==> config.mk <==
export PLATFORM = sky130hd
export DESIGN_NAME = mps_sequencer
export DESIGN_NICKNAME = d
export VERILOG_FILES = /design/src/logic/mps_pkg.sv /design/src/logic/mps_channel.sv /design/src/logic/mps_sequencer.sv
export VERILOG_INCLUDE_DIRS = /design/src /design/src/logic
export SDC_FILE = /design/constraint.sdc
export NUM_CORES = 1
export LEC_CHECK = 0
export ABC_AREA = 0
export BUFFER_PORTS_ARGS = -buffer_cell sky130_fd_sc_hd__buf_2
export CAP_MARGIN = 30
export CORE_MARGIN = 2
export CORE_UTILIZATION = 59
export CTS_BUF_LIST = sky130_fd_sc_hd__clkbuf_4 sky130_fd_sc_hd__clkbuf_8
export CTS_CLUSTER_SIZE = 40
export DETAILED_ROUTE_END_ITERATION = 6
export PLACE_DENSITY = 0.76
export SLEW_MARGIN = 20
export SYNTH_ARGS = -nofsm -noshare
export SYNTH_HDL_FRONTEND = slang
export SYNTH_HIERARCHICAL = 1
export SYNTH_SLANG_ARGS = --single-unit
export TNS_END_PERCENT = 1
==> constraint.sdc <==
create_clock -name clk -period 15.2 [get_ports clk]
set_clock_uncertainty 0.05 [all_clocks]
set_input_delay 3.04 -clock clk [delete_from_list [all_inputs] [get_ports clk]]
set_output_delay 3.04 -clock clk [all_outputs]
set_load 0.01 [all_outputs]
==> src/logic/mps_map.svh <==
// Purpose: Named constants for the multiphase PWM sequencer
// Assumes: 200 MHz system clock
// Notes:   Clock period in ns; period values given directly in clock cycles
`ifndef MPS_MAP_SVH
`define MPS_MAP_SVH

`define MPS_CLK_PERIOD_NS   5
`define MPS_PERIOD_DEF      16'd1000
`define MPS_PERIOD_MIN      16'd12
`define MPS_CH_MAX          4
`define MPS_PHASE_CNT_W     16

`endif

==> src/logic/mps_pkg.sv <==
// Purpose: Types for the multiphase PWM sequencer
// Assumes: Nothing beyond the map header
// Notes:   Phase count mode encoding
package mps_pkg;
  typedef enum logic [1:0] {
    MPS_MODE_FOUR  = 2'b00,
    MPS_MODE_THREE = 2'b01,
    MPS_MODE_TWO   = 2'b10
  } mps_mode_t;

  typedef enum logic [1:0] {
    MPS_CH_IDLE  = 2'b00,
    MPS_CH_HIGH  = 2'b01,
    MPS_CH_SPENT = 2'b10
  } mps_ch_state_t;
endpackage

==> src/logic/mps_channel.sv <==
// Purpose: One PWM channel with one rise per interval
// Assumes: Comparator inputs synchronous to clk
// Notes:   Excluded channels stay low even during a trip
`timescale 1ns/1ps
`include "mps_map.svh"
module mps_channel
(
  input  wire logic clk,
  input  wire logic rst_n,
  input  wire logic active,
  input  wire logic windowStart,
  input  wire logic rampCross,
  input  wire logic forceOn,
  output logic      pwmOut,
  output logic      pulseEnd
);
  mps_pkg::mps_ch_state_t state;
  mps_pkg::mps_ch_state_t next_state;

  wire logic rise = (state == mps_pkg::MPS_CH_IDLE) && (rampCross || forceOn);
  wire logic fall = (state == mps_pkg::MPS_CH_HIGH) && rampCross && !forceOn;

  always_comb
  begin
    next_state = state;
    unique case (state)
      mps_pkg::MPS_CH_IDLE:
        if (rise) next_state = mps_pkg::MPS_CH_HIGH;
      mps_pkg::MPS_CH_HIGH:
        if (fall) next_state = mps_pkg::MPS_CH_SPENT;
      mps_pkg::MPS_CH_SPENT:
        next_state = mps_pkg::MPS_CH_SPENT;
      default:
        next_state = mps_pkg::MPS_CH_IDLE;
    endcase
    // New interval rearms; a pulse still high carries over
    if (windowStart && next_state == mps_pkg::MPS_CH_SPENT)
      next_state = mps_pkg::MPS_CH_IDLE;
    if (!active)
      next_state = mps_pkg::MPS_CH_IDLE;
  end

  always_ff @(posedge clk)
  begin
    if (!rst_n)
    begin
      state    <= mps_pkg::MPS_CH_IDLE;
      pwmOut   <= 1'b0;
      pulseEnd <= 1'b0;
    end
    else
    begin
      state    <= next_state;
      pwmOut   <= (next_state == mps_pkg::MPS_CH_HIGH);
      pulseEnd <= active && fall;
    end
  end
endmodule

==> src/logic/mps_sequencer.sv <==
// Purpose: Multiphase PWM sequencer top
// Assumes: Comparator and sense-tie inputs are synchronous digital levels
// Notes:   Analog ramp, error amp and current maths are outside
// Function
// - Interval clock period is programmed switching period
// - Rise allowed anywhere within the interval
// - Low while error below ramp
// - Ramp crossing drives output high
// - Second crossing ends the pulse
// - One rise per channel per interval
// - Alignment trip forces active channels on unless already spent this interval
// - Cycle spans successive pulse terminations
// - Four phases fire 4-3-2-1, quarter spaced
// - Ch4 sense tied: three phases, third spaced
// - Ch3 sense tied: two phases, half spaced
// - Sample every active channel current each cycle
`timescale 1ns/1ps
`include "mps_map.svh"
module mps_sequencer
#(
  parameter int CH = `MPS_CH_MAX
)
(
  input  wire logic                          clk,
  input  wire logic                          rst_n,
  input  wire logic [`MPS_PHASE_CNT_W-1:0]   freqSetPeriod,
  input  wire logic [CH-1:0]                 rampCross,
  input  wire logic                          phaseAlignTrip,
  input  wire logic                          senseCh3Neg,
  input  wire logic                          senseCh4Neg,
  output logic      [CH-1:0]                 phaseOut,
  output logic      [CH-1:0]                 currentSample,
  output logic      [CH-1:0]                 cycleDone,
  output logic      [1:0]                    phaseMode
);
  // Period latched from the frequency-set input; clamped so phases stay distinct
  logic [`MPS_PHASE_CNT_W-1:0] period;
  logic [`MPS_PHASE_CNT_W-1:0] tick;
  mps_pkg::mps_mode_t          mode;

  wire logic [`MPS_PHASE_CNT_W-1:0] periodIn =
    (freqSetPeriod < `MPS_PERIOD_MIN) ? `MPS_PERIOD_MIN : freqSetPeriod;

  // Ch3 tie wins over ch4 tie since two-phase needs ch3 unused too
  wire mps_pkg::mps_mode_t next_mode =
    senseCh3Neg ? mps_pkg::MPS_MODE_TWO :
    senseCh4Neg ? mps_pkg::MPS_MODE_THREE :
                  mps_pkg::MPS_MODE_FOUR;

  wire logic [2:0] nPhases =
    (mode == mps_pkg::MPS_MODE_TWO)   ? 3'd2 :
    (mode == mps_pkg::MPS_MODE_THREE) ? 3'd3 : 3'd4;

  wire logic periodEnd = (tick >= period - 16'h0001);
  wire logic [`MPS_PHASE_CNT_W-1:0] next_tick = periodEnd ? 16'h0000 : tick + 16'h0001;

  // Slot boundaries: k*period/n for the current channel count
  wire logic [`MPS_PHASE_CNT_W+1:0] tickScaled = {2'b00, tick} * 18'(nPhases);
  wire logic [CH-1:0] activeMask;
  wire logic [CH-1:0] windowStart;

  genvar g;
  generate
    for (g = 0; g < CH; g++)
    begin : gCh
      // Firing slot: highest channel first, ch1 last
      wire logic [2:0] slot = 3'(nPhases - 3'(g) - 3'd1);
      wire logic [`MPS_PHASE_CNT_W+1:0] target = 18'(slot) * {2'b00, period};
      assign activeMask[g] = (3'(g) < nPhases);
      assign windowStart[g] = activeMask[g] &&
        (tickScaled >= target) && (tickScaled < target + 18'(nPhases));

      mps_channel uChannel
      (
        .clk         (clk),
        .rst_n       (rst_n),
        .active      (activeMask[g]),
        .windowStart (windowStart[g]),
        .rampCross   (rampCross[g]),
        .forceOn     (phaseAlignTrip && activeMask[g]),
        .pwmOut      (phaseOut[g]),
        .pulseEnd    (cycleDone[g])
      );
    end
  endgenerate

  always_ff @(posedge clk)
  begin
    if (!rst_n)
    begin
      period        <= `MPS_PERIOD_DEF;
      tick          <= 16'h0000;
      mode          <= mps_pkg::MPS_MODE_FOUR;
      currentSample <= '0;
      phaseMode     <= 2'b00;
    end
    else
    begin
      tick          <= next_tick;
      if (periodEnd)
      begin
        period <= periodIn;
        mode   <= next_mode;
      end
      currentSample <= activeMask;
      phaseMode     <= mode;
    end
  end
endmodule

==> results.txt <==
----------------------------------------------------
[Routing]
  WL met2 ... 15000 µm
  Met3 Wirelength ... about 2100 µm
  Violation count after the first detailed-route iteration ... 768
  Total detailed-routing wirelength ... about 34000 µm
  Top layer in use ... met4
  Per-cell routed wire length ... between 15 and 20 µm
  ANT nets after route ... 0
  First-pass DRT Iterations ... 5
  Remaining routing DRC violations ... 0
  Via Count ... 11800
  Vias/cell ... 5.92
  Wire length on met1 ... around 16000 µm

[Global route]
  Largest net degree at the start of global routing ... 55
  Initial antenna violation count ... 0
  Vias in the first global route ... ~12000
  Final global-route overflow total ... 0
  GRT Overall Usage ... between 20% and 30%
  Global-route wire length before repair ... around 57000 µm

[Setup path]
  Required time at the worst-slack endpoint ... around 15 ns
  CP Class ... register to register
  Largest delay share family, worst path ... adder cells
  Arrival time of the worst setup path ... roughly 7 ns
  Worst setup SP type ... register
  Highest-delay cell along the critical path ... sky130_fd_sc_hd__ha_1
  Bufs and invs on worst path ... 4
  Crit-path max FO ... 48
  Top cell by count, worst path ... sky130_fd_sc_hd__ha_1
  Maximum single-stage delay on the critical path ... roughly 0.52 ns
  Crit. End Element ... register

[Synth]
  Count of synthesis-stage warnings from yosys ... 6
  Seq/Total Area, Yosys ... 8.46%
  Share of flip-flops with an asynchronous set or reset ... 0%
  Post-synth EDFFs ... 0
  Synthesis-stage register bit count ... 56
  Distinct cells, synth ... between 70 and 80
  Summed instance area of the synthesized netlist ... 13300 µm²
  Dominant register cell in the synthesized netlist ... sky130_fd_sc_hd__dfxtp_1
  Post-synthesis cell count ... 1691
  Avg Inst Size Synth ... just under 8 µm²

[Placement]
  HPWL after detailed placement ... 27700 µm
  # placed instances ... approximately 2000
  Dpl cell area ... roughly 14000 µm²
  Number of buffers added on ports ... 38
  Routability congestion estimate from global placement ... 0.929

[Clocking]
  Clock buffer count from CTS ... 5
  Worst-Skew Late Latency ... about 0.34 ns
  CTS Root Cell ... sky130_fd_sc_hd__clkbuf_8
  CTS tree ... yes
  Post-CTS sizing ... 0
  Clock transition at the registers of the reported paths ... between 0.1 and 0.15 ns
  CTS Hold Bufs ... 0
  Clock sinks ... 56
  Bufs on Longest Clock Path ... 2
  Count of buffers added by post-CTS timing repair for setup ... 0
  Number of H-tree levels ... 2

[STA]
  Final worst-path cycle share ... a little under half
  Count of endpoints failing hold in the final timing report ... 0
  Total Neg Setup Slack ... 0 ns
  Final Slew Violations ... 0
  Max Fclk ... about 150 MHz
  Number of setup violations in the final report ... 0
  Unrepaired setup endpoints after global routing ... no
  Worst slew slack as a fraction of its limit ... 45.5%
  Period minus WS final ... 6.85 ns
  Actual slew at the worst max-slew pin ... between 0.8 and 0.9 ns

[Layout]
  Final Instance Area ... approximately 14000 µm²
  Number of antenna diodes ... 0
  Final design utilization ... between 60 and 70%
  Proportion of layout cells with a drive suffix above 1 ... ~4.9%
  Storage element area ... 1120 µm²
  Area Overhead vs Synth ... 4.87%
  Fillers ... 1945
  Final Instance Count excl. Fillers ... 1994
  Area of the multi-input gates ... about 11000 µm²
  Nets ... approximately 2100

[Floorplanning]
  Die height ... 154 µm
  Boundary pin count ... 39
  # rows ... 54
  Floorplan core area ... ~22000 µm²
  Die Footprint ... between 20000 and 25000 µm²
  Initial Utilization ... ~60%
  Die outline width ... roughly 150 µm

[Power]
  Total power divided by cell area ... 20.8 nW/µm²
  Leakage power summed over all cells ... between 6 and 7 nW
  Total power ... between 0.2 and 0.3 mW
  Maximum vdd drop ... approximately 36 µV

[Worst hold path]
  Min-Delay Path Class ... register to register

[Run]
  Number of maximum-capacitance violations ... 0

[Outcome]
  Status ... completed

----------------------------------------------------
==> final cells by class <==
type                            count  area share [%]
Tap cell                          280            2.52
Timing Repair Buffer               59            2.59
Clock inverter                      3           0.198
Inverter                          210            5.67
Clock buffer                        5           0.495
Multi-Input combinational cell   1381            80.5
Sequential cell                    56            8.06
==> worst paths after layout <==
path	endpoint	depth (start not counted)	slack [ns]	from
worst max register to register	gCh[1].uChannel/state[1]	25	8.35	mode[0]
worst max-delay path	gCh[1].uChannel/state[1]	25	8.35	mode[0]
worst min-delay path	gCh[0].uChannel/state[0]	1	0.45	gCh[0].uChannel/state[1]
worst min register to register	gCh[0].uChannel/state[0]	1	0.45	gCh[0].uChannel/state[1]
==> registers in the layout (all words and copies together) (netlist names) <==
| name | cells |
|---|---|
| currentSample | 4 |
| gCh.uChannel/pulseEnd | 4 |
| gCh.uChannel/pwmOut | 4 |
| gCh.uChannel/state | 8 |
| mode | 2 |
| period | 16 |
| phaseMode | 2 |
| tick | 16 |
==> cell usage after synthesis, types with 12 or more instances <==
cell / number / area share (%)
sky130_fd_sc_hd__ha_1: 251 / 24
sky130_fd_sc_hd__inv_1: 209 / 5.9
sky130_fd_sc_hd__nand2_1: 176 / 5.0
sky130_fd_sc_hd__xnor2_1: 103 / 6.8
sky130_fd_sc_hd__nor2_1: 98 / 2.8
sky130_fd_sc_hd__a21oi_1: 88 / 3.3
sky130_fd_sc_hd__fa_1: 79 / 12
sky130_fd_sc_hd__dfxtp_1: 56 / 8.5
sky130_fd_sc_hd__nand2b_1: 56 / 2.6
sky130_fd_sc_hd__xor2_1: 56 / 3.7
sky130_fd_sc_hd__o21ai_0: 53 / 2.0
sky130_fd_sc_hd__a21o_1: 50 / 2.8
sky130_fd_sc_hd__nor3_1: 45 / 1.7
sky130_fd_sc_hd__clkbuf_1: 37 / 1.0
sky130_fd_sc_hd__nor2b_1: 32 / 1.5
sky130_fd_sc_hd__nand3_1: 27 / 1.0
sky130_fd_sc_hd__a211oi_1: 26 / 1.5
sky130_fd_sc_hd__and2_1: 26 / 1.2
sky130_fd_sc_hd__o21a_1: 19 / 1.1
sky130_fd_sc_hd__nor4_1: 16 / 0.76
sky130_fd_sc_hd__nand4_1: 14 / 0.66
sky130_fd_sc_hd__o21bai_1: 14 / 0.79
sky130_fd_sc_hd__and3_1: 12 / 0.57
sky130_fd_sc_hd__o31ai_1: 12 / 0.68
==> cell families (layout without fill, tap and decap cells) <==
logic type      Yosys count  after routing  synth area share (%)
simple gates            552            552                  21.0
compound gates          332            332                  16.6
fa+ha+maj               330            330                  35.6
buf+inv                 255            277                  7.25
xor+xnor                159            159                  10.5
flops                    56             56                  8.46
mux                       6              6                 0.453
other cells               1              2                0.0283
==> report_power, final <==
group | switching, mW | internal [mW] | total [mW]
clock network | 0.0589 | 0.0341 | 0.0930
registers | 0.00405 | 0.151 | 0.155
logic | 0.0224 | 0.0184 | 0.0408
==> per-layer routing <==
| layer | track usage [%] | vias up |
|---|---|---|
| met4 | 10.4 | 0 |
| li1 | - | 5853 |
| met1 | 41.5 | 5551 |
| met3 | 3.52 | 64 |
| met5 | 0 | - |
| met2 | 48.3 | 341 |
==> per-stage QoR <==
step,setup WS (ns),hold slack (ns)
4_1_cts,8.41,0.452
3_5_place_dp,8.46,0.442
5_1_grt,7.97,0.474
6_report,8.35,0.449
2_1_floorplan,8.83,0.405
3_3_place_gp,8.63,0.422
==> placed cells by master, fill, tap and decap left out, types with 27 or more instances in the layout <==
cell	n
sky130_fd_sc_hd__o21ai_0	53
sky130_fd_sc_hd__buf_2	38
sky130_fd_sc_hd__nand2_1	176
sky130_fd_sc_hd__nor3_1	45
sky130_fd_sc_hd__xnor2_1	103
sky130_fd_sc_hd__xor2_1	56
sky130_fd_sc_hd__nor2_1	98
sky130_fd_sc_hd__dfxtp_1	56
sky130_fd_sc_hd__fa_1	79
sky130_fd_sc_hd__nand3_1	27
sky130_fd_sc_hd__nand2b_1	56
sky130_fd_sc_hd__a21oi_1	88
sky130_fd_sc_hd__inv_1	209
sky130_fd_sc_hd__ha_1	250
sky130_fd_sc_hd__a21o_1	50
sky130_fd_sc_hd__nor2b_1	32
Note: power is estimated with default switching activity, not from simulation.
